==> src/hdl/sio_pkg.sv <==
// constants and types for the serial i/o port
//
// Notes on behaviour
// (RQ1) firmware starts mode 0 reception: mode bits 00, receive-done clear, receive enable set
// (RQ2) a control register write takes effect at S6P2 of a peripheral cycle
// (RQ3) mode 0 receive: clock output falls at S3P1 of second cycle after write
// (RQ4) mode 0 receive: data pin sampled at S5P2, then shifted in
// (RQ5) mode 0 shifts once per cycle at S6P2; receive-done rises at S1P1 after eight
// (RQ6) control bit 7 is framing error when frame-error select set, else mode bit 0
// (RQ7) invalid stop bit sets framing error; only a firmware write clears it
// (RQ8) mode bits 00, 01, 10, 11 select modes 0, 1, 2, 3
// (RQ9) control bit 5 enables multiprocessor frames and address recognition
// (RQ10) control bit 4 enables reception when set
// (RQ11) control bit 3 is the ninth transmitted bit in modes 2 and 3
// (RQ12) control bit 2 takes stop bit in mode 1, ninth bit in modes 2, 3
// (RQ13) transmit-done flag, bit 1, set after last data bit; firmware clears it
// (RQ14) receive-done flag, bit 0, set after last data bit received; firmware clears it
// (RQ15) mode 1 is full duplex: transmit and receive at the same time
// (RQ16) mode 1 frame: start, eight data, stop; stop goes to received ninth bit
// (RQ17) modes 2 and 3 frame: start, eight data lsb first, ninth bit, stop
// (RQ18) mode 2 bit rate is core clock over 16 or over 32
// (RQ19) modes 1 and 3 bit rate comes from timer 1 or timer 2 overflow
// (RQ20) a serial buffer write starts transmission at S6P2
// (RQ21) asynchronous reception starts on a falling edge of the input pin
// (RQ22) frame-error select in power control enables stop bit checking
// (RQ23) serial buffer reads the received byte; writes load the transmit buffer
package sio_pkg;
  localparam logic [7:0] ADDR_POWER_CONTROL = 8'h87;
  localparam logic [7:0] ADDR_SERIAL_CONTROL = 8'h98;
  localparam logic [7:0] ADDR_SERIAL_BUFFER = 8'h99;
  localparam logic [7:0] ADDR_SLAVE_ADDR = 8'ha9;
  localparam logic [7:0] ADDR_SLAVE_MASK = 8'hb9;
  localparam logic [7:0] RST_SERIAL_CONTROL = 8'h00;
  localparam logic [7:0] RST_POWER_CONTROL = 8'h00;
  localparam logic [7:0] RST_SLAVE = 8'h00;
  localparam int PWR_BAUD_FAST = 7;
  localparam int PWR_FE_SEL = 6;
  localparam int PWR_TMR2_SEL = 0;
  localparam logic [1:0] MODE_SYNC = 2'h0;
  localparam logic [1:0] MODE_1 = 2'h1;
  localparam logic [1:0] MODE_2 = 2'h2;
  // phase index within a peripheral cycle, one clock per phase
  localparam logic [3:0] PH_S1P1 = 4'h0;
  localparam logic [3:0] PH_S3P1 = 4'h4;
  localparam logic [3:0] PH_S5P2 = 4'h9;
  localparam logic [3:0] PH_S6P1 = 4'ha;
  localparam logic [3:0] PH_S6P2 = 4'hb;
  localparam logic [3:0] M0_CLK_FIRST = 4'h2;
  localparam logic [3:0] M0_TX_LAST = 4'h8;
  localparam logic [3:0] M0_LAST = 4'h9;
  localparam logic [3:0] STOP_IDX_M1 = 4'h9;
  localparam logic [3:0] STOP_IDX_M23 = 4'ha;
  typedef struct packed {
    logic [7:0] addr;
    logic [7:0] wdata;
    logic wr;
    logic rd;
  } sio_bus_req_t;
  typedef struct packed {
    logic mode_select_bit0;
    logic mode_select_bit1;
    logic multiproc_address_enable;
    logic rx_enable;
    logic tx_ninth_bit;
    logic rx_ninth_bit;
    logic tx_done_flag;
    logic rx_done_flag;
  } sio_ctl_t;
  typedef enum logic [1:0] {M0_IDLE, M0_TX, M0_RX} sio_m0_st_t;
  typedef enum logic {ATX_IDLE, ATX_RUN} sio_atx_st_t;
  typedef enum logic {ARX_IDLE, ARX_RUN} sio_arx_st_t;
endpackage

==> src/hdl/sio_uart.sv <==
// serial i/o port: control register, mode 0 shifter, asynchronous transmitter and receiver
//
// The implementer's own choice: the address-and-strobe port.
`timescale 1ns/1ps
`default_nettype none
module sio_uart #(
  parameter int OVS = 16
) (
  input wire logic clk_i,
  input wire logic rst_i,
  input wire sio_pkg::sio_bus_req_t bus_i,
  output logic [7:0] rdata_o,
  input wire logic rxd_i,
  output logic rxd_o,
  output logic rxd_oe_o,
  output logic txd_o,
  input wire logic timer1_ovf_i,
  input wire logic timer2_ovf_i
);
  import sio_pkg::*;
  localparam logic [7:0] TICK_LAST = 8'(OVS - 1);
  localparam logic [7:0] TICK_MID = 8'(OVS / 2 - 1);

  sio_ctl_t ctl_r, ctl_nxt;
  logic fe_r, fe_nxt, ctl_pend_r, ctl_pend_nxt, buf_pend_r, buf_pend_nxt, half_r, half_nxt;
  logic [7:0] ctl_wd_r, ctl_wd_nxt, pwr_r, pwr_nxt, saddr_r, saddr_nxt, smask_r, smask_nxt;
  logic [7:0] rxbuf_r, rxbuf_nxt, txbuf_r, txbuf_nxt, rdata_r, rdata_nxt;
  logic [3:0] ph_r, ph_nxt;
  logic s6p2, ctl_apply, buf_apply, fe_sel, baud_tick, w_mode_bit0;
  logic [1:0] mode;
  logic m0_tx_done, m0_rx_done, atx_done, arx_done, arx_stop_bad, arx_ninth;
  logic [7:0] m0_rx_byte, arx_byte;

  assign s6p2 = (ph_r == PH_S6P2);
  assign ctl_apply = ctl_pend_r & s6p2;
  assign buf_apply = buf_pend_r & s6p2;
  assign fe_sel = pwr_r[PWR_FE_SEL];
  assign mode = {ctl_r.mode_select_bit0, ctl_r.mode_select_bit1};
  assign w_mode_bit0 = fe_sel ? ctl_r.mode_select_bit0 : ctl_wd_r[7];

  // modes 1 and 3 follow a timer overflow, mode 2 the core clock over 16 or 32
  always_comb begin
    if (mode == MODE_2) begin
      baud_tick = pwr_r[PWR_BAUD_FAST] | half_r; // [RQ18]
    end else begin
      baud_tick = pwr_r[PWR_TMR2_SEL] ? timer2_ovf_i : timer1_ovf_i; // [RQ19]
    end
  end

  // register file, phase counter and flag updates
  always_comb begin
    ph_nxt = (ph_r == PH_S6P2) ? PH_S1P1 : 4'(ph_r + 4'h1);
    half_nxt = ~half_r;
    ctl_nxt = ctl_r;
    fe_nxt = fe_r;
    ctl_pend_nxt = ctl_pend_r & ~s6p2;
    buf_pend_nxt = buf_pend_r & ~s6p2;
    ctl_wd_nxt = ctl_wd_r;
    pwr_nxt = pwr_r;
    saddr_nxt = saddr_r;
    smask_nxt = smask_r;
    rxbuf_nxt = rxbuf_r;
    txbuf_nxt = txbuf_r;
    rdata_nxt = 8'h00;
    if (ctl_apply) begin
      ctl_nxt = sio_ctl_t'(ctl_wd_r); // [RQ2]
      if (fe_sel) begin
        ctl_nxt.mode_select_bit0 = ctl_r.mode_select_bit0; // [RQ6]
        fe_nxt = ctl_wd_r[7]; // [RQ7]
      end
    end
    if (bus_i.wr) begin
      unique case (bus_i.addr)
        ADDR_SERIAL_CONTROL: begin
          ctl_pend_nxt = 1'b1;
          ctl_wd_nxt = bus_i.wdata;
        end
        ADDR_SERIAL_BUFFER: begin
          buf_pend_nxt = 1'b1; // [RQ20]
          txbuf_nxt = bus_i.wdata; // [RQ23]
        end
        ADDR_POWER_CONTROL: pwr_nxt = bus_i.wdata; // [RQ22]
        ADDR_SLAVE_ADDR: saddr_nxt = bus_i.wdata;
        ADDR_SLAVE_MASK: smask_nxt = bus_i.wdata;
        default: ;
      endcase
    end
    if (bus_i.rd) begin
      unique case (bus_i.addr)
        ADDR_SERIAL_CONTROL: rdata_nxt = {fe_sel ? fe_r : ctl_r.mode_select_bit0, 7'(ctl_r)}; // [RQ6]
        ADDR_SERIAL_BUFFER: rdata_nxt = rxbuf_r; // [RQ23]
        ADDR_POWER_CONTROL: rdata_nxt = pwr_r;
        ADDR_SLAVE_ADDR: rdata_nxt = saddr_r;
        ADDR_SLAVE_MASK: rdata_nxt = smask_r;
        default: rdata_nxt = 8'h00;
      endcase
    end
    // hardware sets after the firmware write so a same-cycle event is kept
    if (m0_tx_done | atx_done) ctl_nxt.tx_done_flag = 1'b1; // [RQ13]
    if (m0_rx_done) begin
      ctl_nxt.rx_done_flag = 1'b1; // [RQ14]
      rxbuf_nxt = m0_rx_byte;
    end
    if (arx_done) begin
      ctl_nxt.rx_done_flag = 1'b1; // [RQ14]
      ctl_nxt.rx_ninth_bit = arx_ninth; // [RQ12]
      rxbuf_nxt = arx_byte;
    end
    if (arx_stop_bad & fe_sel) fe_nxt = 1'b1; // [RQ7] [RQ22]
  end

  always_ff @(posedge clk_i) begin
    if (rst_i) begin
      ph_r <= PH_S1P1;
      half_r <= 1'b0;
      ctl_r <= sio_ctl_t'(RST_SERIAL_CONTROL);
      fe_r <= 1'b0;
      ctl_pend_r <= 1'b0;
      buf_pend_r <= 1'b0;
      ctl_wd_r <= RST_SERIAL_CONTROL;
      pwr_r <= RST_POWER_CONTROL;
      saddr_r <= RST_SLAVE;
      smask_r <= RST_SLAVE;
      rxbuf_r <= 8'h00;
      txbuf_r <= 8'h00;
      rdata_r <= 8'h00;
    end else begin
      ph_r <= ph_nxt;
      half_r <= half_nxt;
      ctl_r <= ctl_nxt;
      fe_r <= fe_nxt;
      ctl_pend_r <= ctl_pend_nxt;
      buf_pend_r <= buf_pend_nxt;
      ctl_wd_r <= ctl_wd_nxt;
      pwr_r <= pwr_nxt;
      saddr_r <= saddr_nxt;
      smask_r <= smask_nxt;
      rxbuf_r <= rxbuf_nxt;
      txbuf_r <= txbuf_nxt;
      rdata_r <= rdata_nxt;
    end
  end

  // mode 0 synchronous shifter: clock on the transmit pin, data on the two-way pin
  sio_m0_st_t m0_st_r, m0_st_nxt;
  logic [3:0] m0_cyc_r, m0_cyc_nxt;
  logic [7:0] m0_sh_r, m0_sh_nxt;
  logic m0_samp_r, m0_samp_nxt, dout_r, dout_nxt, oe_r, oe_nxt, m0_clk_nxt;

  always_comb begin
    m0_st_nxt = m0_st_r;
    m0_cyc_nxt = m0_cyc_r;
    m0_sh_nxt = m0_sh_r;
    m0_samp_nxt = m0_samp_r;
    dout_nxt = dout_r;
    oe_nxt = oe_r;
    m0_tx_done = 1'b0;
    m0_rx_done = 1'b0;
    m0_rx_byte = {m0_samp_r, m0_sh_r[7:1]};
    unique case (m0_st_r)
      M0_IDLE: begin
        dout_nxt = 1'b1;
        oe_nxt = 1'b0;
        if (buf_apply && mode == MODE_SYNC) begin
          m0_st_nxt = M0_TX;
          m0_cyc_nxt = 4'h1;
          m0_sh_nxt = txbuf_r;
          oe_nxt = 1'b1;
        end else if (ctl_apply && {w_mode_bit0, ctl_wd_r[6]} == MODE_SYNC && ctl_wd_r[4] && !ctl_wd_r[0]) begin
          m0_st_nxt = M0_RX; // [RQ1] [RQ8]
          m0_cyc_nxt = 4'h1;
        end
      end
      M0_TX, M0_RX: begin
        if (s6p2) begin
          if (m0_st_r == M0_TX && m0_cyc_r <= M0_TX_LAST) begin
            dout_nxt = m0_sh_r[0];
            m0_sh_nxt = {1'b0, m0_sh_r[7:1]};
          end
          if (m0_st_r == M0_RX && m0_cyc_r >= M0_CLK_FIRST) begin
            m0_sh_nxt = m0_rx_byte; // [RQ5]
          end
          if (m0_cyc_r == M0_LAST) begin
            m0_st_nxt = M0_IDLE;
            dout_nxt = 1'b1;
            oe_nxt = 1'b0;
            m0_tx_done = (m0_st_r == M0_TX);
            m0_rx_done = (m0_st_r == M0_RX); // [RQ5]
          end else begin
            m0_cyc_nxt = 4'(m0_cyc_r + 4'h1);
          end
        end else if (ph_r == PH_S5P2 && m0_st_r == M0_RX) begin
          m0_samp_nxt = rxd_i; // [RQ4]
        end
      end
    endcase
    // clock low from S3P1 to S6P1 in cycles two to nine
    m0_clk_nxt = !(m0_st_nxt != M0_IDLE && m0_cyc_nxt >= M0_CLK_FIRST
                   && ph_nxt >= PH_S3P1 && ph_nxt < PH_S6P1); // [RQ3]
  end

  always_ff @(posedge clk_i) begin
    if (rst_i) begin
      m0_st_r <= M0_IDLE;
      m0_cyc_r <= 4'h0;
      m0_sh_r <= 8'h00;
      m0_samp_r <= 1'b0;
      dout_r <= 1'b1;
      oe_r <= 1'b0;
    end else begin
      m0_st_r <= m0_st_nxt;
      m0_cyc_r <= m0_cyc_nxt;
      m0_sh_r <= m0_sh_nxt;
      m0_samp_r <= m0_samp_nxt;
      dout_r <= dout_nxt;
      oe_r <= oe_nxt;
    end
  end

  // asynchronous transmitter, independent of the receiver
  sio_atx_st_t atx_st_r, atx_st_nxt;
  logic [10:0] atx_sh_r, atx_sh_nxt;
  logic [7:0] atx_tick_r, atx_tick_nxt;
  logic [3:0] atx_bit_r, atx_bit_nxt, atx_stop;
  logic txd_r, txd_nxt;

  always_comb begin
    atx_st_nxt = atx_st_r;
    atx_sh_nxt = atx_sh_r;
    atx_tick_nxt = atx_tick_r;
    atx_bit_nxt = atx_bit_r;
    atx_done = 1'b0;
    atx_stop = (mode == MODE_1) ? STOP_IDX_M1 : STOP_IDX_M23; // [RQ16] [RQ17]
    unique case (atx_st_r)
      ATX_IDLE: begin
        if (buf_apply && mode != MODE_SYNC) begin
          atx_st_nxt = ATX_RUN; // [RQ20] [RQ15]
          atx_sh_nxt = {1'b1, (mode == MODE_1) ? 1'b1 : ctl_r.tx_ninth_bit, txbuf_r, 1'b0}; // [RQ11] [RQ17]
          atx_tick_nxt = 8'h00;
          atx_bit_nxt = 4'h0;
        end
      end
      ATX_RUN: begin
        if (baud_tick) begin
          if (atx_tick_r == TICK_LAST) begin
            atx_tick_nxt = 8'h00;
            atx_sh_nxt = {1'b1, atx_sh_r[10:1]};
            atx_bit_nxt = 4'(atx_bit_r + 4'h1);
            atx_done = (atx_bit_nxt == atx_stop); // [RQ13]
            if (atx_bit_r == atx_stop) atx_st_nxt = ATX_IDLE;
          end else begin
            atx_tick_nxt = 8'(atx_tick_r + 8'h01);
          end
        end
      end
    endcase
    if (mode == MODE_SYNC) begin
      txd_nxt = m0_clk_nxt;
    end else begin
      txd_nxt = (atx_st_nxt == ATX_RUN) ? atx_sh_nxt[0] : 1'b1;
    end
  end

  always_ff @(posedge clk_i) begin
    if (rst_i) begin
      atx_st_r <= ATX_IDLE;
      atx_sh_r <= 11'h7ff;
      atx_tick_r <= 8'h00;
      atx_bit_r <= 4'h0;
      txd_r <= 1'b1;
    end else begin
      atx_st_r <= atx_st_nxt;
      atx_sh_r <= atx_sh_nxt;
      atx_tick_r <= atx_tick_nxt;
      atx_bit_r <= atx_bit_nxt;
      txd_r <= txd_nxt;
    end
  end

  // asynchronous receiver with address recognition
  sio_arx_st_t arx_st_r, arx_st_nxt;
  logic [9:0] arx_sh_r, arx_sh_nxt;
  logic [7:0] arx_tick_r, arx_tick_nxt, bcast;
  logic [3:0] arx_bit_r, arx_bit_nxt;
  logic arx_prev_r, arx_prev_nxt, arx_stop, addr_hit;

  always_comb begin
    arx_st_nxt = arx_st_r;
    arx_sh_nxt = arx_sh_r;
    arx_tick_nxt = arx_tick_r;
    arx_bit_nxt = arx_bit_r;
    arx_prev_nxt = rxd_i;
    arx_done = 1'b0;
    arx_stop_bad = 1'b0;
    arx_stop = arx_sh_r[9];
    arx_byte = (mode == MODE_1) ? arx_sh_r[8:1] : arx_sh_r[7:0];
    arx_ninth = (mode == MODE_1) ? arx_stop : arx_sh_r[8]; // [RQ12] [RQ16]
    bcast = saddr_r | smask_r;
    addr_hit = (((arx_byte ^ saddr_r) & smask_r) == 8'h00) || ((arx_byte & bcast) == bcast);
    unique case (arx_st_r)
      ARX_IDLE: begin
        if (mode != MODE_SYNC && ctl_r.rx_enable && arx_prev_r && !rxd_i) begin
          arx_st_nxt = ARX_RUN; // [RQ21] [RQ10]
          arx_tick_nxt = 8'h00;
          arx_bit_nxt = 4'h0;
        end
      end
      ARX_RUN: begin
        if (baud_tick) begin
          arx_tick_nxt = (arx_tick_r == TICK_LAST) ? 8'h00 : 8'(arx_tick_r + 8'h01);
          if (arx_tick_r == TICK_MID) begin
            arx_bit_nxt = 4'(arx_bit_r + 4'h1);
            if (arx_bit_r == 4'h0) begin
              if (rxd_i) arx_st_nxt = ARX_IDLE;
            end else begin
              arx_sh_nxt = {rxd_i, arx_sh_r[9:1]};
            end
          end
        end
        // frame complete once the stop bit has been shifted in
        if (arx_bit_r == ((mode == MODE_1) ? 4'ha : 4'hb)) begin
          arx_st_nxt = ARX_IDLE;
          arx_stop_bad = ~arx_stop; // [RQ7]
          arx_done = !ctl_r.multiproc_address_enable
                     || (arx_ninth && addr_hit && (mode != MODE_1 || arx_stop)); // [RQ9]
        end
      end
    endcase
  end

  always_ff @(posedge clk_i) begin
    if (rst_i) begin
      arx_st_r <= ARX_IDLE;
      arx_sh_r <= 10'h000;
      arx_tick_r <= 8'h00;
      arx_bit_r <= 4'h0;
      arx_prev_r <= 1'b1;
    end else begin
      arx_st_r <= arx_st_nxt;
      arx_sh_r <= arx_sh_nxt;
      arx_tick_r <= arx_tick_nxt;
      arx_bit_r <= arx_bit_nxt;
      arx_prev_r <= arx_prev_nxt;
    end
  end

  assign rdata_o = rdata_r;
  assign txd_o = txd_r;
  assign rxd_o = dout_r;
  assign rxd_oe_o = oe_r;
endmodule
`default_nettype wire

==> config.mk <==
export PLATFORM = sky130hd
export DESIGN_NAME = sio_uart
export DESIGN_NICKNAME = d
export VERILOG_FILES = /design/src/hdl/sio_pkg.sv /design/src/hdl/sio_uart.sv
export SDC_FILE = /design/constraint.sdc
export NUM_CORES = 1
export LEC_CHECK = 0
export ABC_AREA = 1
export BUFFER_PORTS_ARGS = -buffer_cell sky130_fd_sc_hd__buf_2
export CAP_MARGIN = 10
export CORE_MARGIN = 5
export CORE_UTILIZATION = 45
export DETAILED_ROUTE_END_ITERATION = 7
export PLACE_DENSITY = 0.69
export SYNTH_ARGS = -nofsm -noshare
export SYNTH_HDL_FRONTEND = slang
export SYNTH_SLANG_ARGS = --single-unit
==> constraint.sdc <==
create_clock -name clk_i -period 1.95 [get_ports clk_i]
set_input_delay 0.4875 -clock clk_i [delete_from_list [all_inputs] [get_ports clk_i]]
set_output_delay 0.4875 -clock clk_i [all_outputs]
set_load 0.01 [all_outputs]
==> Word-level counts from Yosys, hierarchy flattened <==
Cells that the tools add are included.
{ "classes": {"n_mux": 95, "add_sub_neg": 6, "eq_ne": 31, "order_cmp": 5, "reduce_logical": 53, "bitwise_logic": 18} }
{ "ops": {"columns": ["op", "count"], "rows": [
  ["8-bit two-way mux", 13],
  ["1-bit two-way mux", 49],
  ["8-bit case mux with 2 select lines", 3],
  ["4-bit two-way mux", 11],
  ["8-bit equality test, second input constant", 5],
  ["8-bit case mux with 5 select lines", 1],
  ["11-bit two-way mux", 3],
  ["4-bit case mux with 2 select lines", 3],
  ["11-bit case mux with 2 select lines", 1],
  ["2-bit AND reduction", 10],
  ["4-bit by 1-bit adder with 4-bit output, second input constant", 4],
  ["8-bit by 1-bit adder with 8-bit output, second input constant", 2],
  ["8-bit bitwise AND", 2],
  ["8-bit by 4-bit equality test with 1-bit output, second input constant", 2],
  ["1-bit logical AND", 16],
  ["2-bit != test, second input constant", 7],
  ["2-bit nonzero test", 7],
  ["4-bit equality test", 3],
  ["4-bit equality test, second input constant", 3],
  ["3-bit AND reduction", 4],
  ["2-bit two-way mux", 5],
  ["8-bit by 3-bit equality test with 1-bit output, second input constant", 1],
  ["8-bit equality test", 1],
  ["4-bit by 2-bit greater-or-equal comparator with 1-bit output, second input constant", 2],
  ["23 further kinds", 50]
]} }
{ "word_totals": {"regBits": 138, "inputBits": 23, "out_inout_bits": 11, "wordCells": 245} }

==> Logic depth before layout (Yosys ltp) <==
Gate-level depths: netlist of run 1.
{ "logic_depth": {"word_depth": 14, "ltp_mapped": 17, "mapped_depth_nobuf": 15} }

==> Worst setup path after synthesis of run 1 <==
Ideal clock, no wire load.
{ "synth_path": {"kind": "register to register", "startpoint": "register ph_r[0]", "endpoint": "register atx_sh_r[2]", "arrival_ps": 1709, "required_ps": 1810, "n_path_buf": 1, "setup_time_ps": 140, "path_slack_ps": 100, "path_stages_with_launch": 14, "synth_period_minus_slack_ps": 1850, "cell_sequence": "dfxtp_1 > ha_1 > nand2_1 > nor2_1 > inv_2 > nor2_1 > nand2_1 > nor2_1 > inv_2 > nand2_1 > inv_2 > buf_2 > nand2_1 > o2111ai_1"} }
{ "synth_between": {"elab_chain_len": 5} }
{ "synth_rtl": {"columns": ["element", "line", "text"], "rows": [
  ["start, declared", "sio_uart.sv:28", "logic [3:0] ph_r, ph_nxt;"],
  ["start signal, assigned", "sio_uart.sv:128", "ph_r <= ph_nxt;"],
  ["4-bit equality test", "sio_uart.sv:34", "assign s6p2 = (ph_r == PH_S6P2);"],
  ["1-bit bitwise AND", "sio_uart.sv:36", "assign buf_apply = buf_pend_r & s6p2;"],
  ["1-bit logical AND", "sio_uart.sv:236", "if (buf_apply && mode != MODE_SYNC) begin"],
  ["2-bit != test (no line)", null, null],
  ["3-bit AND reduction (no line)", null, null],
  ["end signal, assigned", "sio_uart.sv:273", "atx_sh_r <= atx_sh_nxt;"],
  ["end, declared", "sio_uart.sv:222", "logic [10:0] atx_sh_r, atx_sh_nxt;"]
]} }
Every way passes these cells.
A chain may end at the register's enable or synchronous reset.

==> Final worst setup path of run 1 <==
{ "layout_path": {"startpoint": "register ctl_r[7] (netlist name)", "endpoint": "register rxbuf_r[0]"} }
{ "layout_between": {"elab_chain_len": 12, "word_cells_on_any_way": 20, "classes_between": "eq/ne: 4; mux: 6; bitwise: 3; reduce/logical: 7"} }
{ "layout_rtl": {"columns": ["element", "line", "text"], "rows": [
  ["start, declared", "sio_uart.sv:24", "sio_ctl_t ctl_r, ctl_nxt;"],
  ["start signal, assigned", "sio_uart.sv:116", "ctl_r <= sio_ctl_t'(RST_SERIAL_CONTROL);"],
  ["start signal, assigned", "sio_uart.sv:130", "ctl_r <= ctl_nxt;"],
  ["2-bit by 1-bit equality test with 1-bit output", "sio_uart.sv:296, sio_uart.sv:297, sio_uart.sv:321", null],
  ["8-bit two-way mux", "sio_uart.sv:296", "arx_byte = (mode == MODE_1) ? arx_sh_r[8:1] : arx_sh_r[7:0];"],
  ["8-bit XOR", "sio_uart.sv:299", "addr_hit = (((arx_byte ^ saddr_r) & smask_r) == 8'h00) || ((arx_byte & bcast) == bcast);"],
  ["8-bit bitwise AND", "sio_uart.sv:299", null],
  ["8-bit zero test", "sio_uart.sv:299", null],
  ["1-bit logical OR", "sio_uart.sv:299", null],
  ["1-bit logical AND (2 in series)", "sio_uart.sv:325", "|| (arx_ninth && addr_hit && (mode != MODE_1 || arx_stop));"],
  ["1-bit logical OR", "sio_uart.sv:325", null],
  ["1-bit two-way mux", "sio_uart.sv:321", "if (arx_bit_r == ((mode == MODE_1) ? 4'ha : 4'hb)) begin"],
  ["1-bit two-way mux", "sio_uart.sv:300", "unique case (arx_st_r)"],
  ["8-bit two-way mux / 2-bit nonzero test (equally long branches)", null, null],
  ["end signal, assigned", "sio_uart.sv:138", "rxbuf_r <= rxbuf_nxt;"],
  ["end, declared", "sio_uart.sv:27", "logic [7:0] rxbuf_r, rxbuf_nxt, txbuf_r, txbuf_nxt, rdata_r, rdata_nxt;"]
]} }
Several ways; a longest one is shown, not always the timed one.

==> flow_metrics.env, run 1 <==
export IMPL_die_area_mm2=0.0176
export IMPL_crit_arrival_ns=2.24
export IMPL_finalPower_mw=6.24
export IMPL_worst_slew_pin_slew_ns=0.613
export IMPL_grt_start_max_net_pins=51
export IMPL_clkSinkCount=138
export IMPL_die_height_um=133
export IMPL_worst_hold_class="input port to flop"
export IMPL_timing_critical_path_slowest_cell_delay_ns=0.34
export IMPL_worst_path_dominant_cell_family="simple AND/OR/NAND/NOR gates"
export IMPL_crit_reg_reg_startpoint="ctl_r[7]"
export IMPL_combinationalPowerShare_pct=5.7
export IMPL_total_switching_power_mw=1.47
export IMPL_cts_clk_slew_worst_paths_ns=0.06
export IMPL_worstHoldStart="bus_i[5]"
export IMPL_leakagePower_nw=3.19
export IMPL_drt_pass1_iter_count=5
export IMPL_holdPathEnd="smask_r[3]"
export IMPL_final_setup_worst_slack_ns=-0.00778
export IMPL_synthToLayoutAreaGrowth_pct=22.4
export IMPL_timing_hold_worst_path_depth=3
export IMPL_netlist_top_cell_by_area="sky130_fd_sc_hd__dfxtp_1"
export IMPL_clock_insertion_delay_at_the_later_pin_of_the_skew_report_ns=0.42
export IMPL_status="finished, violations left"
export IMPL_critical_path_slowest_cell="sky130_fd_sc_hd__dfxtp_2"
export IMPL_count_of_buffers_from_port_buffering=33
export IMPL_synth_simple_gate_area_share_pct=24.7
export IMPL_route_vias_total=6637
export IMPL_rr_endpoint="rxbuf_r[0]"
export IMPL_worst_setup_path_type="flop to flop"
export IMPL_power_sequential_fraction_pct=46.4
export IMPL_internal_power_consumption_mw=4.77
export IMPL_fin_nets=1059
export IMPL_drc=0
export IMPL_initial_antenna_violation_count=0
export IMPL_drt_total_wl_um=18300
export IMPL_hold_violations=0
export IMPL_final_max_slew_violation_count=0
export IMPL_fillCellCount=1374
export IMPL_share_of_cells_above_drive_strength_1_pct=20.9
export IMPL_netlist_top_cells_area="sky130_fd_sc_hd__dfxtp_1 41%, sky130_fd_sc_hd__nand2_1 10%, sky130_fd_sc_hd__a21oi_1 7.2%"
export IMPL_r2r_cells=9
export IMPL_synth_cell_type_count=52
export IMPL_synth_seq_area_share_pct=40.9
export IMPL_sw_frac_of_total_pct=23.5
export IMPL_core_region_area_mm2=0.0146
export IMPL_failed_checks="negative setup slack"
export IMPL_io_pins=34
export IMPL_fp_dieW_um=133
export IMPL_maxSlewHeadroom_pct=59.1
export IMPL_max_cap_violations=0
export IMPL_critical_path_startpoint_type="flop"
export IMPL_biggest_register="atx_sh_r"
export IMPL_worstPathMaxFanout=7
export IMPL_clockPowerShare_pct=47.8
export IMPL_n_antenna_cell=0
export IMPL_timing_final_crit_share_pct=100
export IMPL_synthesis_instances=938
export IMPL_number_of_warnings_printed_during_yosys_synthesis=0
export IMPL_fmax_mhz=511
export IMPL_yosys_area_share_xor_xnor_pct=0.648
export IMPL_synth_edff_count=0
export IMPL_powerDensity_mw_per_mm2=755
export IMPL_drt_antenna_violating_nets=0
export IMPL_cts_hold_buffers=0
export IMPL_vias_per_cell=5.45
export IMPL_post_detailed_placement_half_perimeter_wirelength_um=13000
export IMPL_largest_register_ff_count=11
export IMPL_root_buffer="sky130_fd_sc_hd__clkbuf_16"
export IMPL_synth_seq_cells=138
export IMPL_detail_route_iter0_violations=665
export IMPL_cts_buffers_inserted=17
export IMPL_summed_area_of_non_filler_cells_in_the_final_layout_mm2=0.00827
export IMPL_tritoncts_clock_tree="built"
export IMPL_detailedPlace_worstSlack_ns=-0.0825
export IMPL_synth_ff_type="sky130_fd_sc_hd__dfxtp_1"
export IMPL_ir_worst_vdd_v=0.000650
export IMPL_period_minus_slack_ns=1.96
export IMPL_cp_buffers_inverters=2
export IMPL_routabilityCongestion=0.896
export IMPL_layout_commonest_cell="sky130_fd_sc_hd__nand2_1"
export IMPL_layout_cells_most_common_list="175 x sky130_fd_sc_hd__nand2_1, 132 x sky130_fd_sc_hd__dfxtp_1, 108 x sky130_fd_sc_hd__inv_1"
export IMPL_worstPathCellList="inv_6 -> nand2_8 -> buf_4 -> a2111oi_4 -> o21ai_4 -> nor2_4 -> nand3_1 -> nand2_1 -> a21oi_1"
export IMPL_required_ns=2.23
export IMPL_first_pass_grt_wire_length_um=28900
export IMPL_ff2ff_setup_slack_ns=-0.008
export IMPL_placement_cell_area_mm2=0.00738
export IMPL_fin_worst_skew_ns=0.00710
export IMPL_synth_mux_area_share_pct=0
export IMPL_setup_tns_final_ns=-0.00778
export IMPL_largest_family_of_logic_cells_by_synthesized_area="simple AND/OR/NAND/NOR gates"
export IMPL_setup_violations_final=1
export IMPL_synth_net_count=974
export IMPL_first_global_vias=5916
export IMPL_synth_adder_area_share_pct=2.41
export IMPL_synth_async_sr_flop_share_pct=0
export IMPL_num_rows=44
export IMPL_initial_core_util_pct=46.1
export IMPL_largest_registers="atx_sh_r (11), arx_sh_r (10)"
export IMPL_wire_per_inst_um=15.1
export IMPL_syn_avg_cell_area_um2=7.20
export IMPL_synth_top_area_share_pct=40.9
export IMPL_rsz_0062_raised_after_global_routing="yes"
export IMPL_cts_htree_levels=4
export IMPL_gr_usage_all_layers_pct=20.0
export IMPL_synth_compound_area_share_pct=21.4
export IMPL_synth_cell_area_mm2=0.00675
export IMPL_grt_overflow_total=0
export IMPL_clock_path_buffers=2
export IMPL_crit_path_capture_type="flop"
cell type report:
cell class / count / area [µm²] / area share [%]
clock buffers: 20 / 457 / 5.53
repair buffers: 96 / 669 / 8.10
flip-flops and latches: 138 / 2780 / 33.6
repair inverters: 1 / 7.51 / 0.0908
clock inverters: 9 / 76.3 / 0.923
inverters: 124 / 477 / 5.77
well taps: 184 / 230 / 2.79
multi-input cells: 645 / 3570 / 43.2
cell families after synthesis:
logic type               count (synthesis)
flip-flops                             138
adder cells (fa/ha/maj)                 13
AND/OR/NAND/NOR                        370
AO/OA/AOI/OAI                          253
XOR/XNOR                                 5
buffers and inverters                  159
power by group through the flow:
stage / logic (mW) / clock network (mW) / registers, mW
3_3_place_gp: 0.312 / 0 / 2.96
3_5_place_dp: 0.318 / 0 / 2.96
6_report: 0.359 / 2.99 / 2.90
2_1_floorplan: 0.196 / 0 / 2.95
4_1_cts: 0.320 / 3.01 / 2.90
5_1_grt: 0.399 / 3.14 / 2.90
Yosys cell counts (4+ instances only):
library cell and count:
sky130_fd_sc_hd__a211oi_1 10, sky130_fd_sc_hd__a21oi_1 97, sky130_fd_sc_hd__a22oi_1 5, sky130_fd_sc_hd__a31oi_1 12, sky130_fd_sc_hd__buf_2 7, sky130_fd_sc_hd__clkbuf_1 21, sky130_fd_sc_hd__dfxtp_1 138, sky130_fd_sc_hd__ha_1 13
sky130_fd_sc_hd__inv_1 116, sky130_fd_sc_hd__inv_2 4, sky130_fd_sc_hd__nand2_1 184, sky130_fd_sc_hd__nand2_2 12, sky130_fd_sc_hd__nand3_1 86, sky130_fd_sc_hd__nand3b_1 4, sky130_fd_sc_hd__nor2_1 50, sky130_fd_sc_hd__nor2_2 4
sky130_fd_sc_hd__nor3_1 15, sky130_fd_sc_hd__o2111ai_1 9, sky130_fd_sc_hd__o21ai_0 86, sky130_fd_sc_hd__o21ai_1 5, sky130_fd_sc_hd__o22ai_1 11
worst min-delay path, cell delays in order:
cell	delay [ns]
sky130_fd_sc_hd__buf_2	0.15
sky130_fd_sc_hd__nand3_1	0.09
sky130_fd_sc_hd__a21oi_1	0.06
metal layers:
| metal | vias to the layer above | GRT usage [%] | share of wire (%) |
|---|---|---|---|
| li1 | 3331 | - | - |
| met1 | 3068 | 26.6 | 45 |
| met2 | 199 | 31.7 | 47 |
| met3 | 39 | 4.29 | 5.3 |
| met4 | 0 | 8.20 | 2.7 |
| met5 | - | 0 | 0 |
worst max path at each step:
stage                          from          end  slack [ns]  depth (start not counted)
after floorplan             ph_r[0]  atx_sh_r[2]        0.10                         13
after global placement    bus_i[11]   txbuf_r[1]       -0.05                          8
after detailed placement  bus_i[11]   txbuf_r[0]       -0.08                          8
after CTS                   ph_r[0]        txd_o       -0.01                         14
after global routing       ctl_r[7]   rxbuf_r[0]       -0.06                          9
final                      ctl_r[7]   rxbuf_r[0]      -0.008                          9
through the flow:
stage	std cells	hold WS (ns)	utilization [%]
final	1217	0.409	56.4
after global placement	1176	0.401	50.4
after floorplan	938	0.394	-
after global routing	1217	0.416	56.4
after CTS	1206	0.395	54.2
after detailed placement	1176	0.404	50.4
what timing repair did:
| item | in CTS | in global routing |
|---|---|---|
| setup buffers | 1 | 6 |
| hold endpoints to repair | 0 | 0 |
| resized for setup | 3 | 75 |
| gates cloned | 0 | 5 |
| endpoints found under the setup margin | 6 | 61 |
| pin swaps | 1 | 12 |
Note: power is estimated with default switching activity, not from simulation.
==> run 2, diff against run 1 <==
--- a/config.mk
+++ b/config.mk
@@ -5,7 +5,6 @@
 export SDC_FILE = /design/constraint.sdc
 export NUM_CORES = 1
 export LEC_CHECK = 0
-export ABC_AREA = 1
 export BUFFER_PORTS_ARGS = -buffer_cell sky130_fd_sc_hd__buf_2
 export CAP_MARGIN = 10
 export CORE_MARGIN = 5
==> flow_metrics.env, run 2 <==
export IMPL_io_pins=34
export IMPL_largest_register_ff_count=11
export IMPL_worst_setup_path_type="flop to flop"
export IMPL_holdPathEnd="arx_prev_r"
export IMPL_num_rows=44
export IMPL_timing_final_crit_share_pct=122
export IMPL_drt_total_wl_um=18200
export IMPL_root_buffer="sky130_fd_sc_hd__clkbuf_16"
export IMPL_number_of_warnings_printed_during_yosys_synthesis=0
export IMPL_first_global_vias=5763
export IMPL_setup_tns_final_ns=-3.65
export IMPL_clockPowerShare_pct=52.6
export IMPL_route_vias_total=6017
export IMPL_fin_nets=916
export IMPL_cts_buffers_inserted=17
export IMPL_fin_worst_skew_ns=0.0104
export IMPL_synth_edff_count=0
export IMPL_powerDensity_mw_per_mm2=738
export IMPL_worst_slew_pin_slew_ns=0.472
export IMPL_synthesis_instances=768
export IMPL_worstHoldStart="rxd_i"
export IMPL_wire_per_inst_um=16.9
export IMPL_drt_antenna_violating_nets=0
export IMPL_fillCellCount=1253
export IMPL_cp_buffers_inverters=2
export IMPL_yosys_cell_count_top_type="sky130_fd_sc_hd__dfxtp_1"
export IMPL_vias_per_cell=5.59
export IMPL_synth_ff_type="sky130_fd_sc_hd__dfxtp_1"
export IMPL_netlist_top_cell_by_area="sky130_fd_sc_hd__dfxtp_1"
export IMPL_timing_critical_path_slowest_cell_delay_ns=0.40
export IMPL_first_pass_grt_wire_length_um=29100
export IMPL_combinationalPowerShare_pct=3.3
export IMPL_final_setup_worst_slack_ns=-0.426
export IMPL_synth_top_area_share_pct=41.0
export IMPL_synth_net_count=804
export IMPL_detailedPlace_worstSlack_ns=-0.420
export IMPL_max_cap_violations=0
export IMPL_cts_hold_buffers=0
export IMPL_worstPathMaxFanout=6
export IMPL_core_region_area_mm2=0.0146
export IMPL_multi_input_area_mm2=0.00402
export IMPL_rr_endpoint="rxbuf_r[7]"
export IMPL_share_of_cells_above_drive_strength_1_pct=29.6
export IMPL_count_of_buffers_from_port_buffering=33
export IMPL_largest_registers="atx_sh_r (11), arx_sh_r (10)"
export IMPL_finish_utilization_pct=59.8
export IMPL_synthToLayoutAreaGrowth_pct=29.4
export IMPL_failed_checks="negative setup slack"
export IMPL_n_antenna_cell=0
export IMPL_cts_htree_levels=4
export IMPL_critical_path_startpoint_type="flop"
export IMPL_finalHoldWorstSlack_ns=0.360
export IMPL_ff_latch_area_mm2=0.00278
export IMPL_biggest_register="atx_sh_r"
export IMPL_hold_violations=0
export IMPL_clkSinkCount=138
export IMPL_initial_core_util_pct=46.2
export IMPL_maxSlewHeadroom_pct=68.5
export IMPL_leakagePower_nw=3.63
export IMPL_synth_cell_area_mm2=0.00674
export IMPL_status="finished, violations left"
export IMPL_crit_arrival_ns=2.70
export IMPL_clock_path_buffers=2
export IMPL_sw_frac_of_total_pct=23.2
export IMPL_total_switching_power_mw=1.49
export IMPL_layout_commonest_cell="sky130_fd_sc_hd__dfxtp_1"
export IMPL_rsz_0062_raised_after_global_routing="yes"
export IMPL_internal_power_consumption_mw=4.95
export IMPL_synth_async_sr_flop_share_pct=0
export IMPL_gr_usage_all_layers_pct=20.3
export IMPL_netlist_top_cells_area="sky130_fd_sc_hd__dfxtp_1 41%, sky130_fd_sc_hd__mux2i_1 10%, sky130_fd_sc_hd__nor2_1 6.7%"
export IMPL_post_synth_most_frequent_cells="138 x sky130_fd_sc_hd__dfxtp_1, 121 x sky130_fd_sc_hd__nor2_1, 70 x sky130_fd_sc_hd__mux2i_1, 70 x sky130_fd_sc_hd__nand2_1, 51 x sky130_fd_sc_hd__a21oi_1"
export IMPL_worst_hold_class="input port to flop"
export IMPL_summed_area_of_non_filler_cells_in_the_final_layout_mm2=0.00872
export IMPL_setup_violations_final=10
export IMPL_grt_start_max_net_pins=44
export IMPL_placement_cell_area_mm2=0.00767
export IMPL_ir_worst_vdd_v=0.000630
export IMPL_synth_seq_cells=138
export IMPL_final_max_slew_violation_count=0
export IMPL_routabilityCongestion=0.856
export IMPL_clock_insertion_delay_at_the_later_pin_of_the_skew_report_ns=0.44
export IMPL_ff2ff_setup_slack_ns=-0.43
export IMPL_fmax_mhz=421
export IMPL_r2r_cells=9
export IMPL_initial_antenna_violation_count=0
export IMPL_fp_dieW_um=132
export IMPL_crit_path_capture_type="flop"
export IMPL_grt_overflow_total=0
export IMPL_synth_seq_area_share_pct=41.0
export IMPL_crit_reg_reg_startpoint="ctl_r[6]"
export IMPL_die_area_mm2=0.0175
export IMPL_required_ns=2.27
export IMPL_cts_clk_slew_worst_paths_ns=0.06
export IMPL_synth_cell_type_count=59
export IMPL_drt_pass1_iter_count=5
export IMPL_critical_path_slowest_cell="sky130_fd_sc_hd__o41ai_1"
export IMPL_worstPathCellList="nor2b_4 -> buf_12 -> buf_8 -> mux2_2 -> o22ai_2 -> o41ai_1 -> a31o_1 -> and2_4 -> mux2_4"
export IMPL_syn_avg_cell_area_um2=8.78
export IMPL_worst_path_dominant_cell_family="compound AO/OA/AOI/OAI gates"
export IMPL_tritoncts_clock_tree="built"
export IMPL_drc=0
export IMPL_layout_cells_most_common_list="130 x sky130_fd_sc_hd__dfxtp_1, 115 x sky130_fd_sc_hd__nor2_1, 90 x sky130_fd_sc_hd__buf_4"
export IMPL_post_detailed_placement_half_perimeter_wirelength_um=12300
export IMPL_die_height_um=132
export IMPL_power_sequential_fraction_pct=44.1
export IMPL_timing_hold_worst_path_depth=2
export IMPL_period_minus_slack_ns=2.38
export IMPL_detail_route_iter0_violations=322
[run 2: changes by cell type after synthesis, moves of 11 or more]
| cell | change |
|---|---|
| sky130_fd_sc_hd__inv_1 | -104 |
| sky130_fd_sc_hd__nand2b_1 | +11 |
| sky130_fd_sc_hd__and3_1 | +12 |
| sky130_fd_sc_hd__mux2_2 | +24 |
| sky130_fd_sc_hd__a22oi_1 | +12 |
| sky130_fd_sc_hd__nor2_1 | +71 |
| sky130_fd_sc_hd__nand2_2 | -12 |
| sky130_fd_sc_hd__nand3_1 | -62 |
| sky130_fd_sc_hd__o21ai_0 | -64 |
| sky130_fd_sc_hd__nand2_1 | -114 |
| sky130_fd_sc_hd__mux2i_1 | +70 |
| sky130_fd_sc_hd__a21oi_1 | -46 |
[run 2: worst max path at each step]
stage	start	end	slack (ns)	cells after the start
2_1_floorplan	ctl_r[6]	rxbuf_r[0]	-0.23	10
3_3_place_gp	ctl_r[6]	rxbuf_r[4]	-0.39	7
3_5_place_dp	ctl_r[6]	rxbuf_r[1]	-0.42	7
4_1_cts	ctl_r[6]	rxbuf_r[1]	-0.30	8
5_1_grt	ctl_r[6]	rxbuf_r[7]	-0.46	9
6_report	ctl_r[6]	rxbuf_r[7]	-0.43	9
[run 2: area by class of cell]
type,instances,area share [%]
Clock inverter,15,2.18
Multi-Input combinational cell,576,46.1
Clock buffer,17,4.88
Inverter,12,0.516
Tap cell,184,2.64
Sequential cell,138,31.8
Timing Repair Buffer,135,11.9
[run 2: cell families (layout without fill, tap and decap cells)]
family / count (synthesis) / in the layout / share of synthesized area (%)
xor gates and xnor gates: 13 / 13 / 1.69
DFF: 138 / 138 / 41.0
and+or+nand+nor: 305 / 306 / 21.5
buffers and inverters: 55 / 179 / 3.64
adders and majority gates: 13 / 13 / 2.41
AOI/OAI and AO/OA: 141 / 141 / 13.4
muxes: 103 / 103 / 16.4
[run 2: layer usage]
layer	vias to the layer above	global-route usage [%]	wire length, µm
li1	2954	-	-
met1	2881	26.6	8200
met2	145	32.5	8670
met3	37	4.86	870
met4	0	7.81	426
met5	-	0	0
[run 2: power by group through the flow]
| stage | registers, mW | clock network, mW | logic [mW] |
|---|---|---|---|
| 6_report | 2.84 | 3.39 | 0.216 |
| 3_3_place_gp | 2.90 | 0 | 0.200 |
| 4_1_cts | 2.84 | 3.44 | 0.206 |
| 3_5_place_dp | 2.90 | 0 | 0.200 |
| 5_1_grt | 2.84 | 3.56 | 0.233 |
| 2_1_floorplan | 2.90 | 0 | 0.105 |
[run 2: per-stage QoR]
step | power, mW | instances
2_1_floorplan | 3.00 | 768
3_3_place_gp | 3.10 | 1025
3_5_place_dp | 3.10 | 1025
4_1_cts | 6.48 | 1062
5_1_grt | 6.63 | 1077
6_report | 6.44 | 1077
[run 2: repair_timing]
item,in CTS,in global routing
cloned,1,1
pin swaps,4,25
setup buffers,4,17
endpoints found under the setup margin,26,54
gates resized for setup,12,59
==> run 3, diff against run 2 <==
--- a/config.mk
+++ b/config.mk
@@ -7,10 +7,11 @@
 export LEC_CHECK = 0
 export BUFFER_PORTS_ARGS = -buffer_cell sky130_fd_sc_hd__buf_2
 export CAP_MARGIN = 10
+export CORE_ASPECT_RATIO = 2
 export CORE_MARGIN = 5
 export CORE_UTILIZATION = 45
 export DETAILED_ROUTE_END_ITERATION = 7
-export PLACE_DENSITY = 0.69
+export REMOVE_ABC_BUFFERS = 1
 export SYNTH_ARGS = -nofsm -noshare
 export SYNTH_HDL_FRONTEND = slang
 export SYNTH_SLANG_ARGS = --single-unit
==> flow_metrics.env, run 3 (synthesis results as in run 2) <==
export IMPL_ff_latch_area_mm2=0.00278
export IMPL_crit_path_capture_type="flop"
export IMPL_worstPathCellList="nor2b_4 -> buf_8 -> mux2i_4 -> xnor2_2 -> a2111oi_2 -> a31o_1 -> and2_4 -> mux2_4"
export IMPL_critical_path_slowest_cell="sky130_fd_sc_hd__a2111oi_2"
export IMPL_crit_arrival_ns=2.64
export IMPL_rsz_0062_raised_after_global_routing="yes"
export IMPL_rr_endpoint="rxbuf_r[4]"
export IMPL_cts_buffers_inserted=17
export IMPL_fin_worst_skew_ns=0.0100
export IMPL_worstHoldStart="rst_i"
export IMPL_num_rows=63
export IMPL_post_detailed_placement_half_perimeter_wirelength_um=14800
export IMPL_leakagePower_nw=3.69
export IMPL_clockPowerShare_pct=52.8
export IMPL_gr_usage_all_layers_pct=23.6
export IMPL_period_minus_slack_ns=2.34
export IMPL_placement_cell_area_mm2=0.00766
export IMPL_timing_critical_path_slowest_cell_delay_ns=0.40
export IMPL_grt_overflow_total=0
export IMPL_summed_area_of_non_filler_cells_in_the_final_layout_mm2=0.00884
export IMPL_ir_worst_vdd_v=0.000717
export IMPL_maxSlewHeadroom_pct=67.4
export IMPL_hold_violations=0
export IMPL_clock_insertion_delay_at_the_later_pin_of_the_skew_report_ns=0.42
export IMPL_clkSinkCount=138
export IMPL_fillCellCount=1346
export IMPL_combinationalPowerShare_pct=3.5
export IMPL_timing_hold_worst_path_depth=2
export IMPL_root_buffer="sky130_fd_sc_hd__clkbuf_16"
export IMPL_ff2ff_setup_slack_ns=-0.39
export IMPL_tritoncts_clock_tree="built"
export IMPL_die_area_mm2=0.0177
export IMPL_failed_checks="negative setup slack"
export IMPL_crit_reg_reg_startpoint="ctl_r[6]"
export IMPL_sw_frac_of_total_pct=22.3
export IMPL_total_switching_power_mw=1.44
export IMPL_worst_path_dominant_cell_family="compound AO/OA/AOI/OAI gates"
export IMPL_worst_setup_path_type="flop to flop"
export IMPL_worst_hold_class="input port to flop"
export IMPL_r2r_cells=8
export IMPL_cp_buffers_inverters=1
export IMPL_final_setup_worst_slack_ns=-0.386
export IMPL_n_antenna_cell=0
export IMPL_internal_power_consumption_mw=5.04
export IMPL_routabilityCongestion=0.941
export IMPL_share_of_cells_above_drive_strength_1_pct=30.7
export IMPL_fin_nets=919
export IMPL_setup_violations_final=20
export IMPL_fp_dieW_um=96.6
export IMPL_power_sequential_fraction_pct=43.7
export IMPL_count_of_buffers_from_port_buffering=33
export IMPL_powerDensity_mw_per_mm2=733
export IMPL_clock_path_buffers=2
export IMPL_initial_antenna_violation_count=0
export IMPL_drt_antenna_violating_nets=0
export IMPL_synthToLayoutAreaGrowth_pct=31.1
export IMPL_worstPathMaxFanout=5
export IMPL_cts_clk_slew_worst_paths_ns=0.06
export IMPL_multi_input_area_mm2=0.00408
export IMPL_detailedPlace_worstSlack_ns=-0.446
export IMPL_route_vias_total=6137
export IMPL_initial_core_util_pct=45.5
export IMPL_cts_hold_buffers=0
export IMPL_largest_registers="atx_sh_r (11), arx_sh_r (10)"
export IMPL_vias_per_cell=5.63
export IMPL_status="finished, violations left"
export IMPL_holdPathEnd="atx_tick_r[7]"
export IMPL_layout_commonest_cell="sky130_fd_sc_hd__dfxtp_1"
export IMPL_critical_path_startpoint_type="flop"
export IMPL_core_region_area_mm2=0.0148
export IMPL_first_global_vias=6223
export IMPL_first_pass_grt_wire_length_um=31800
export IMPL_timing_final_crit_share_pct=120
export IMPL_required_ns=2.26
export IMPL_biggest_register="atx_sh_r"
export IMPL_worst_slew_pin_slew_ns=0.484
export IMPL_wire_per_inst_um=18.5
export IMPL_final_max_slew_violation_count=0
export IMPL_grt_start_max_net_pins=31
export IMPL_max_cap_violations=0
export IMPL_layout_cells_most_common_list="133 x sky130_fd_sc_hd__dfxtp_1, 115 x sky130_fd_sc_hd__nor2_1, 89 x sky130_fd_sc_hd__buf_4"
export IMPL_drt_pass1_iter_count=5
export IMPL_cts_htree_levels=4
export IMPL_die_height_um=183
export IMPL_detail_route_iter0_violations=226
export IMPL_drt_total_wl_um=20200
export IMPL_fmax_mhz=428
export IMPL_drc=0
export IMPL_largest_register_ff_count=11
export IMPL_io_pins=34
## run 3: final cells by class
type                    instances  area share, %
multi-input cells             576           46.2
flip-flops and latches        138           31.4
repair buffers                138           12.0
clock buffers                  20           5.28
well taps                     195           2.76
clock inverters                12           1.85
inverters                      12          0.538
## run 3: what timing repair did
item	4_1_cts	5_1_grt
gates resized for setup	30	71
gates cloned	2	2
buffers inserted	2	14
pin swaps	8	30
endpoints found under the setup margin	34	60
## run 3: through the flow
step,setup TNS (ns),utilization [%],std cells,total power [mW],hold WS [ns]
6_report,-3.78,59.6,1091,6.48,0.386
5_1_grt,-6.99,59.6,1091,6.68,0.389
4_1_cts,-3.08,57.0,1077,6.52,0.365
3_5_place_dp,-5.63,51.7,1041,3.11,0.426
3_3_place_gp,-5.20,51.7,1041,3.11,0.418
2_1_floorplan,-22.10,-,725,2.96,0.389
## run 3: worst max path at each step
| stage | from | end | slack (ns) | depth (start not counted) |
|---|---|---|---|---|
| 6_report | ctl_r[6] | rxbuf_r[4] | -0.39 | 8 |
| 3_5_place_dp | ctl_r[6] | rxbuf_r[3] | -0.45 | 8 |
| 5_1_grt | ctl_r[6] | rxbuf_r[4] | -0.47 | 8 |
| 3_3_place_gp | ctl_r[6] | rxbuf_r[5] | -0.37 | 8 |
| 2_1_floorplan | ctl_r[6] | rxbuf_r[0] | -0.84 | 7 |
| 4_1_cts | ctl_r[6] | rxbuf_r[4] | -0.38 | 8 |
## run 3: metal layers
metal	GRT usage (%)	wire (µm)	vias up	part of all wire, %
met5	0	0	-	0
met4	14.8	1360	0	6.7
met3	4.27	603	68	3.0
met1	22.8	6950	2964	34
li1	-	-	2956	-
met2	44.0	11300	149	56
## run 3: power by group through the flow
stage	Sequential (mW)	Clock, mW	Combinational (mW)
global placement	2.90	0	0.210
detailed placement	2.90	0	0.216
finish	2.83	3.42	0.228
CTS	2.84	3.47	0.218
global route	2.83	3.61	0.244
floorplan	2.90	0	0.0573
